File: src/include/amp_pkg.sv
// package of constants and types for the async memory port pins
package amp_pkg;
	localparam int ADDR_W = 24;
	localparam int DATA_W = 8;
	localparam int BANK_W = 4;
	// bank decode uses the top two address bits
	localparam int BANK_LSB = 22;
	localparam logic [BANK_W-1:0] BANK_IDLE = 4'hF;
	// strobe length before wait acknowledge is honoured
	localparam int STROBE_NS = 40;
	localparam int CLK_NS = 20;
	localparam logic [3:0] STROBE_CYC =
		4'((STROBE_NS + CLK_NS - 1) / CLK_NS);
	// edges before the synchronised acknowledge reflects a new strobe
	localparam logic [2:0] ACK_LAG = 3'h4;
	localparam logic [1:0] FUNC_EXT = 2'h0;
	localparam logic [1:0] FUNC_PDI = 2'h1;
	localparam logic [1:0] FUNC_FLAG = 2'h2;
	localparam logic [1:0] FUNC_PWM = 2'h3;
	typedef enum {AMP_IDLE, AMP_STROBE, AMP_WAIT, AMP_DONE} amp_state_e;
endpackage

File: src/include/amp_sync_if.sv
// interface carrying synchronised pin inputs between modules
`timescale 1ns/1ps
interface amp_sync_if #(parameter int W = 1);
	logic [W-1:0] raw;
	logic [W-1:0] level;
	modport sync (input raw, output level);
	modport user (output raw, input level);
endinterface

File: src/rtl/amp_port.sv
// async external memory port pin logic
`timescale 1ns/1ps
module amp_port
	import amp_pkg::*;
(
	input wire logic ref_clk,
	input wire logic rst,
	input wire logic req_valid,
	input wire logic req_write,
	input wire logic req_cond,
	input wire logic req_boot,
	input wire logic [amp_pkg::ADDR_W-1:0] req_addr,
	input wire logic [amp_pkg::DATA_W-1:0] req_wdata,
	input wire logic [1:0] addr_func,
	input wire logic [1:0] data_func,
	input wire logic [1:0] flag_bank_en,
	input wire logic [amp_pkg::DATA_W-1:0] data_alt_out,
	input wire logic [3:0] flag_out,
	input wire logic [3:0] flag_dir,
	input wire logic wait_acknowledge,
	input wire logic [amp_pkg::ADDR_W-1:0] ext_addr_bus_in,
	input wire logic [amp_pkg::DATA_W-1:0] ext_data_bus_in,
	input wire logic [3:0] flag_in,
	output logic req_ready,
	output logic rsp_valid,
	output logic [amp_pkg::DATA_W-1:0] rsp_rdata,
	output logic [amp_pkg::ADDR_W-1:0] parallel_data_input,
	output logic [amp_pkg::DATA_W-1:0] data_alt_in,
	output logic [3:0] flag_level,
	output logic [amp_pkg::ADDR_W-1:0] ext_addr_bus_out,
	output logic ext_addr_bus_oe_n,
	output logic [amp_pkg::DATA_W-1:0] ext_data_bus_out,
	output logic ext_data_bus_oe_n,
	output logic [1:0] bank_select_n,
	output logic read_strobe_n,
	output logic write_strobe_n,
	output logic [3:0] flag_pin_out,
	output logic [3:0] flag_pin_oe_n
);
	import amp_pkg::*;

	// ************************************************
	// decode helpers
	// ************************************************
	function automatic logic [BANK_W-1:0] bank_decode(
		input logic [ADDR_W-1:0] a, input logic boot);
		logic [BANK_W-1:0] sel;
		sel = BANK_IDLE;
		sel[a[ADDR_W-1:BANK_LSB]] = 1'b0;
		// boot fetches always go to the flash on bank 1
		if (boot)
			sel = 4'hD;
		return sel;
	endfunction

	// ************************************************
	// synchronised pin inputs
	// ************************************************
	amp_sync_if #(.W(1)) ack_if ();
	amp_sync_if #(.W(ADDR_W)) adr_if ();
	amp_sync_if #(.W(DATA_W)) dat_if ();
	amp_sync_if #(.W(4)) flg_if ();
	assign ack_if.raw = wait_acknowledge;
	assign adr_if.raw = ext_addr_bus_in;
	assign dat_if.raw = ext_data_bus_in;
	assign flg_if.raw = flag_in;
	amp_sync #(.W(1), .INIT(1'b1)) u_ack (.ref_clk(ref_clk), .rst(rst),
		.s(ack_if));
	amp_sync #(.W(ADDR_W)) u_adr (.ref_clk(ref_clk), .rst(rst),
		.s(adr_if));
	amp_sync #(.W(DATA_W)) u_dat (.ref_clk(ref_clk), .rst(rst),
		.s(dat_if));
	amp_sync #(.W(4), .INIT(4'hF)) u_flg (.ref_clk(ref_clk), .rst(rst),
		.s(flg_if));

	// ************************************************
	// state
	// ************************************************
	typedef struct packed {
		amp_state_e st;
		logic [3:0] cnt;
		logic [2:0] lag;
		logic wr;
		logic [ADDR_W-1:0] addr;
		logic addr_oe_n;
		logic [DATA_W-1:0] dout;
		logic dout_oe_n;
		logic [BANK_W-1:0] bank;
		logic rd_n;
		logic wr_n;
		logic ready;
		logic rvalid;
		logic [DATA_W-1:0] rdata;
		logic [ADDR_W-1:0] pdi;
		logic [DATA_W-1:0] dalt;
		logic [3:0] flv;
		logic [3:0] fout;
		logic [3:0] foe_n;
	} amp_port_s;
	amp_port_s st_q;
	amp_port_s st_d;

	always_comb
	begin
		st_d = st_q;
		st_d.rvalid = 1'b0;
		st_d.cnt = (st_q.cnt != 4'h0) ? st_q.cnt - 4'h1 : 4'h0;
		st_d.lag = (st_q.lag != 3'h0) ? st_q.lag - 3'h1 : 3'h0;
		case (st_q.st)
			AMP_IDLE:
			begin
				if (req_valid && st_q.ready && !req_cond)
					st_d.rvalid = 1'b1;
				else if (req_valid && st_q.ready)
				begin
					st_d.st = AMP_STROBE;
					st_d.ready = 1'b0;
					st_d.wr = req_write;
					st_d.cnt = STROBE_CYC;
					st_d.lag = ACK_LAG;
					st_d.addr = req_addr;
					st_d.bank = bank_decode(req_addr, req_boot);
					st_d.rd_n = req_write;
					st_d.wr_n = !req_write;
					st_d.dout = req_wdata;
					st_d.dout_oe_n = !(req_write &&
						data_func == FUNC_EXT);
				end
			end
			AMP_STROBE:
			begin
				if (st_q.cnt == 4'h1)
					st_d.st = AMP_WAIT;
			end
			AMP_WAIT:
			begin
				// hold while acknowledge low
				// the synchronised level trails the pin, so wait it out
				if (ack_if.level[0] && st_q.lag == 3'h0)
				begin
					st_d.st = AMP_DONE;
					st_d.rdata = dat_if.level;
				end
			end
			AMP_DONE:
			begin
				st_d.st = AMP_IDLE;
				st_d.bank = BANK_IDLE;
				st_d.rd_n = 1'b1;
				st_d.wr_n = 1'b1;
				st_d.dout_oe_n = 1'b1;
				st_d.rvalid = 1'b1;
				st_d.ready = 1'b1;
			end
			default:
				st_d.st = AMP_IDLE;
		endcase
		st_d.addr_oe_n = (addr_func == FUNC_PDI);
		st_d.pdi = adr_if.level;
		st_d.dalt = dat_if.level;
		if (data_func == FUNC_PWM || data_func == FUNC_FLAG)
		begin
			st_d.dout = data_alt_out;
			st_d.dout_oe_n = 1'b0;
		end
		else if (data_func == FUNC_PDI)
			st_d.dout_oe_n = 1'b1;
		else
			// memory mode drives data only during a write
			st_d.dout_oe_n = st_d.wr_n;
		st_d.flv = flg_if.level;
		for (int i = 0; i < 4; i++)
		begin
			st_d.fout[i] = flag_out[i];
			st_d.foe_n[i] = !flag_dir[i];
			if (i >= 2 && flag_bank_en[i[0]])
			begin
				st_d.fout[i] = st_d.bank[i];
				st_d.foe_n[i] = 1'b0;
			end
		end
	end

	always_ff @(posedge ref_clk or posedge rst)
	begin
		// reset to memory and flag modes
		if (rst)
		begin
			st_q <= '0;
			st_q.st <= AMP_IDLE;
			st_q.bank <= BANK_IDLE;
			st_q.rd_n <= 1'b1;
			st_q.wr_n <= 1'b1;
			st_q.dout_oe_n <= 1'b1;
			st_q.foe_n <= 4'hF;
			st_q.ready <= 1'b1;
		end
		else
			st_q <= st_d;
	end

	assign req_ready = st_q.ready;
	assign rsp_valid = st_q.rvalid;
	assign rsp_rdata = st_q.rdata;
	assign parallel_data_input = st_q.pdi;
	assign data_alt_in = st_q.dalt;
	assign flag_level = st_q.flv;
	assign ext_addr_bus_out = st_q.addr;
	assign ext_addr_bus_oe_n = st_q.addr_oe_n;
	assign ext_data_bus_out = st_q.dout;
	assign ext_data_bus_oe_n = st_q.dout_oe_n;
	assign bank_select_n = st_q.bank[1:0];
	assign read_strobe_n = st_q.rd_n;
	assign write_strobe_n = st_q.wr_n;
	assign flag_pin_out = st_q.fout;
	assign flag_pin_oe_n = st_q.foe_n;
endmodule

File: src/rtl/amp_sync.sv
// three-stage input synchroniser with agreement filter
`timescale 1ns/1ps
module amp_sync #(
	parameter int W = 1,
	parameter logic [W-1:0] INIT = '0
)(
	input wire logic ref_clk,
	input wire logic rst,
	amp_sync_if.sync s
);
	typedef struct packed {
		logic [W-1:0] m1;
		logic [W-1:0] m2;
		logic [W-1:0] m3;
		logic [W-1:0] lvl;
	} amp_sync_s;
	amp_sync_s st_q;
	amp_sync_s st_d;
	always_comb
	begin
		st_d = st_q;
		st_d.m1 = s.raw;
		st_d.m2 = st_q.m1;
		st_d.m3 = st_q.m2;
		for (int i = 0; i < W; i++)
		begin
			if (st_q.m2[i] == st_q.m3[i])
				st_d.lvl[i] = st_q.m3[i];
		end
	end
	always_ff @(posedge ref_clk or posedge rst)
	begin
		if (rst)
			st_q <= {INIT, INIT, INIT, INIT};
		else
			st_q <= st_d;
	end
	assign s.level = st_q.lvl;
endmodule

File: config.mk
export PLATFORM = sky130hd
export DESIGN_NAME = amp_port
export DESIGN_NICKNAME = d
export VERILOG_FILES = /design/src/include/amp_pkg.sv /design/src/include/amp_sync_if.sv /design/src/rtl/amp_port.sv /design/src/rtl/amp_sync.sv
export SDC_FILE = /design/constraint.sdc
export NUM_CORES = 1
export LEC_CHECK = 0
export ABC_CLOCK_PERIOD_IN_PS = 12050
export BUFFER_PORTS_ARGS = -buffer_cell sky130_fd_sc_hd__clkbuf_2
export CORE_AREA = 2 2 149 151
export CTS_BUF_LIST = sky130_fd_sc_hd__clkbuf_8
export DETAILED_ROUTE_END_ITERATION = 10
export DIE_AREA = 0 0 151 153
export GPL_TIMING_DRIVEN = 0
export SYNTH_ARGS = -nofsm -noshare
export SYNTH_HDL_FRONTEND = slang
export SYNTH_SLANG_ARGS = --single-unit
File: constraint.sdc
create_clock -name ref_clk -period 12.05 [get_ports ref_clk]
set_clock_uncertainty 0.15 [all_clocks]
set_input_delay 2.41 -clock ref_clk [delete_from_list [all_inputs] [get_ports ref_clk]]
set_output_delay 2.41 -clock ref_clk [all_outputs]
set_load 0.02 [all_outputs]
* Yosys cells after proc, flatten, opt, wreduce, memory -nomap -nowiden
Index checks and enable logic that the tools add are counted.
Cells by class: $add $sub $neg 2, $lt $le $gt $ge 2, equality and inequality tests 50, muxes and demuxes 23, bitwise logic cells 2, reduce and logical (&&, ||, !) cells 26
Operators by type and width (number):
- $mux W64 | 2
- $mux W32 | 3
- $pmux W32 S3 | 1
- $eq A32 B2 Y1 const B | 2
- $eq A1 B1 Y1 | 37
- $eq A32 B1 Y1 const B | 1
- $logic_not A32 Y1 | 1
- $mux W16 | 2
- $mux W8 | 2
- $pmux W8 S2 | 1
- $reduce_and A3 Y1 | 3
- $mux W1 | 8
- $mux W4 | 2
- $ne A2 B2 Y1 const B | 4
- $logic_not A1 Y1 | 7
- $reduce_bool A2 Y1 | 3
- $logic_and A1 B1 Y1 | 5
- $eq A2 B1 Y1 const B | 2
- $eq A2 B2 Y1 const B | 2
- $eq A4 B1 Y1 const B | 1
- $not A4 Y4 | 1
- $reduce_and A4 Y1 | 1
- $reduce_bool A4 Y1 | 1
- $sub A4 B1 Y4 const B | 1
- 12 further kinds | 12
Storage, ports and cells: register bits 282, bits of input ports 97, output and inout bits 92, logic and storage cells 174

* Depth between registers and ports, before layout
word-level depth 11, gate-level depth with buffers 8, depth with buffers taken out 5

* Modules after synthesis
A second synthesis with hierarchy kept.
Unflattened totals: cells, all modules 609, area total of the unflattened synthesis 8744.6 um^2
Modules (own cells, without submodules):
- amp_port | instances 1, cells an instance 384, area an instance 4314.1 um^2, seq. area each 2592.5 um^2
- amp_sync at u_adr | instances 1, cells an instance 145, area an instance 2856.5 um^2, seq. area each 2402.3 um^2
- amp_sync at u_dat | instances 1, cells an instance 49, area an instance 954.7 um^2, seq. area each 800.8 um^2
- amp_sync at u_flg | instances 1, cells an instance 25, area an instance 499.2 um^2, seq. area each 420.4 um^2
- amp_sync at u_ack | instances 1, cells an instance 6, area an instance 120.1 um^2, seq. area each 105.1 um^2

* Worst setup path after synthesis
No wires, ideal clock.
kind input-to-reg, from input req_cond, to register st_q[103] (netlist bit), setup time 0.127 ns, data arrival time 3.323 ns, data required time 11.773 ns, slack 8.450 ns, cell stages on the path 3, path buffers 0, path through nand3_1 a222oi_1 mux2_1
Between the ends: longest elaborated chain between the ends 4
Ends and longest elaborated chain:
- start: declaration | RTL line amp_port.sv:10 | input wire logic req_cond,
- $logic_not A1 Y1 | RTL line amp_port.sv:112 | if (req_valid && st_q.ready && !req_cond)
- $logic_and A1 B1 Y1 | RTL line amp_port.sv:112
- $ne A2 B2 Y1 (no line)
- $reduce_and A4 Y1 (no line)
- end signal: assignment | RTL line amp_port.sv:199 | st_q <= st_d;
- end: declaration | RTL line amp_port.sv:100 | amp_port_s st_q;
No other way between the ends. A chain may end at the register's enable or synchronous reset.

* Worst setup path in the final report
from register st_q (netlist bit bank_select_n[1]), to output bank_select_n[1]
RTL lines:
- end: declaration | RTL line amp_port.sv:34 | output logic [1:0] bank_select_n,
No word-level cell between the ends.

==> impl_metrics.ini <==
[detailed_routing]
wl_um = 14800
vias = 4792
drtIter0Drc = 136
final_antenna_net_count = 0
wl_per_cell_um = 13.2
firstDrtPassIters = 4
route.detailed.drc = 0
avgViaCountPerCell = 4.29

[global_routing]
grt_first_pass_wirelength_um = 24900
grt_max_degree = 129
antenna_found_initial = 0
grt_overflow = 0
grtUsageTotal_pct = 13.5
grt_pass1_vias = 4895

[status]
outcome = finished, final reports clean

[floorplan]
rows = 54
core-area_sq_um = 21500
fp.dieW_um = 151
die_area_sq_um = 23100
ios = 189
start_util_pct = 39.5
die_y_um = 153

[final_layout]
area_growth_pct = 25.0
fin_area_sq_um = 10600
antenna_cells = 0
drive_above_1_share_pct = 45.3
final_cells = 1116
final_core_util_pct = 49.4
nNetsFinal = 911

[placed_design]
port_buffers = 187
gp_congestion = 0.785
dp.cells = 1043
placed_area_sq_um = 9810
hpwl_um = 9800

[worst_setup_path]
start_kind = flip-flop
crit_slowest_cell = dfstp_2
reg2reg_from = st_q[102]$_DFFE_PP0P_
worstPathRequired_ns = 9.49
cp-end-kind = output port
max_stage_delay_ns = 0.54
worstPathCellList = buf_4, clkbuf_2
arrival_ns = 1.33
crit_fanout = 3
startpoint = bank_select_n[1]$_DFFE_PP1P_
path_class = flip-flop to output port

[clock_network]
clock_path_buffers = 3
cts_root_buffer = clkbuf_8
cts_buffers = 42
clk_pin_slew_worst_paths_ns = 0.06
cts_hold_buf = 0
cts_tree = yes
clock_latency_ns = 0.53
cts_max_level = 2
cts_resized = 0
clkSinkCount = 251
postCtsSetupBuffers = 0

[yosys]
synth.net_count = 679
ys_warn_count = 0
synth_cell_types = 43
async_reset_ff_share_pct = 100
synth_ff_type = dfrtp_1
ys_seq_elements = 251
synth_edf_count = 0
syn_inst = 575
avgSynthCellArea_sq_um = 14.8
synth-seq-area-share_pct = 74.5
synth_area_sq_um = 8490

[sta]
rsz0062_at_grt = no
finalHoldViolCount = 0
tightest_slew_ns = 0.807
hold-worst-slack_ns = 0.191
slew_violations = 0
min_period_ns = 3.89
fmax_mhz = 257
relSlewSlack_pct = 46.2
post-route-period-util_pct = 32.3
finalSetupViolations = 0

[worst_hold_path]
worstHoldStart = u_dat.st_d[16]$_DFF_PP0_
hp-class = flip-flop to flip-flop

[pwr]
vdd_drop_max_v = 0.000152
power_mw = 2.24
p_leak_nw = 5.28
power_density_nw_per_um2 = 211

[run]
max_cap_viol_count = 0
cell type report:
cell class                      count  area, sq um
Buffer                             98          709
Clock buffer                       51          702
Clock inverter                     22         95.1
Fill cell                        1971        10900
Inverter                            8         37.5
Multi-Input combinational cell    218         1430
Sequential cell                   251         6320
Tap cell                          280          350
Timing Repair Buffer              188          963
critical path: cells and delay by family, from the launching register on:
kind | cells | cell delay (ns)
buffers and inverters | 2 | 0.26
DFF | 1 | 0.54
sequential cells by signal (all words and copies together), names as in the netlist, 2 cells and up:
name / cells
bank_select_n: 2
data_alt_in: 8
ext_addr_bus_out: 24
ext_data_bus_out: 8
flag_level: 4
flag_pin_oe_n: 4
flag_pin_out: 4
parallel_data_input: 24
rsp_rdata: 8
st_q: 11
u_ack.st_d: 2
u_adr.s.level: 24
u_adr.st_d: 48
u_adr.st_q: 24
u_dat.s.level: 8
u_dat.st_d: 16
u_dat.st_q: 8
u_flg.s.level: 4
u_flg.st_d: 8
u_flg.st_q: 4
Yosys cell counts, types with 2 or more instances:
master / n / area (sq um)
mux2i_1: 9 / 90.1
nand4b_1: 3 / 26.3
nand3_1: 3 / 15.0
clkbuf_1: 8 / 30.0
dfrtp_1: 219 / 5480
nor2b_1: 4 / 25.0
buf_4: 86 / 646
nor3_1: 3 / 15.0
dfstp_2: 32 / 841
nor2_1: 6 / 22.5
o311ai_0: 2 / 17.5
nand2b_1: 4 / 25.0
a41oi_1: 2 / 17.5
mux2_2: 9 / 101
o2bb2ai_1: 3 / 26.3
a21oi_1: 7 / 35.0
inv_1: 8 / 30.0
nand3b_1: 2 / 15.0
ha_1: 7 / 87.6
maj3_1: 37 / 370
nand2_1: 84 / 315
a31o_2: 2 / 17.5
o21ai_0: 15 / 75.1
power breakdown:
part	total, mW	switching [mW]	internal, mW
combinational	0.512	0.274	0.238
clock	0.697	0.315	0.382
sequential	1.03	0.0584	0.973
total	2.24	0.647	1.59
layout by cell type (no fill, tap or decap), types with 8 or more instances in the layout:
master    netlist  final
buf_4          86     86
clkbuf_1        8      8
clkbuf_2        0    187
clkbuf_8        1     52
dfrtp_1       219    219
dfstp_2        32     32
inv_1           8     25
maj3_1         37     37
mux2_2          9      9
mux2i_1         9      9
nand2_1        84     84
o21ai_0        15     15
routing by layer:
layer / vias up / routed length (um) / share of wire [%] / GRT usage, %
met1: 2356 / 6300 / 43 / 17.5
met4: 0 / 486 / 3.3 / 5.70
li1: 2284 / - / - / -
met3: 38 / 813 / 5.5 / 4.09
met2: 114 / 7150 / 48 / 21.1
met5: - / 0 / 0 / 0
cells by family (layout without fill, tap and decap cells):
kind of cell / Yosys count / in the layout / synth area share, %
buffers and inverters: 106 / 367 / 8.71
AND/OR/NAND/NOR: 119 / 119 / 6.29
AO/OA/AOI/OAI: 36 / 36 / 2.74
adder cells (fa/ha/maj): 44 / 44 / 5.40
multiplexers: 19 / 19 / 2.39
flip-flops: 251 / 251 / 74.5
path summary, 6_finish.rpt:
kind,slack (ns),endpoint,cells past startpoint
setup / recovery,8.16,bank_select_n[1],2
max in group asynchronous,8.67,u_adr.st_d[45]$_DFF_PP0_,3
min in group asynchronous,1.91,u_adr.st_d[42]$_DFF_PP0_,2
hold reg to reg,0.19,u_dat.st_d[8]$_DFF_PP0_,0
setup reg to reg,9.80,ext_addr_bus_out[11]$_DFFE_PP0P_,8
hold / removal,0.19,u_dat.st_d[8]$_DFF_PP0_,0
stage by stage:
step                TNS (ns)  setup WS, ns
detailed placement         0          8.08
finish                     0          8.16
floorplan                  0          2.64
CTS                        0          8.12
global route               0          8.10
global placement       -2.19       -0.0269
No activity file was read; power rests on OpenSTA's default activity.
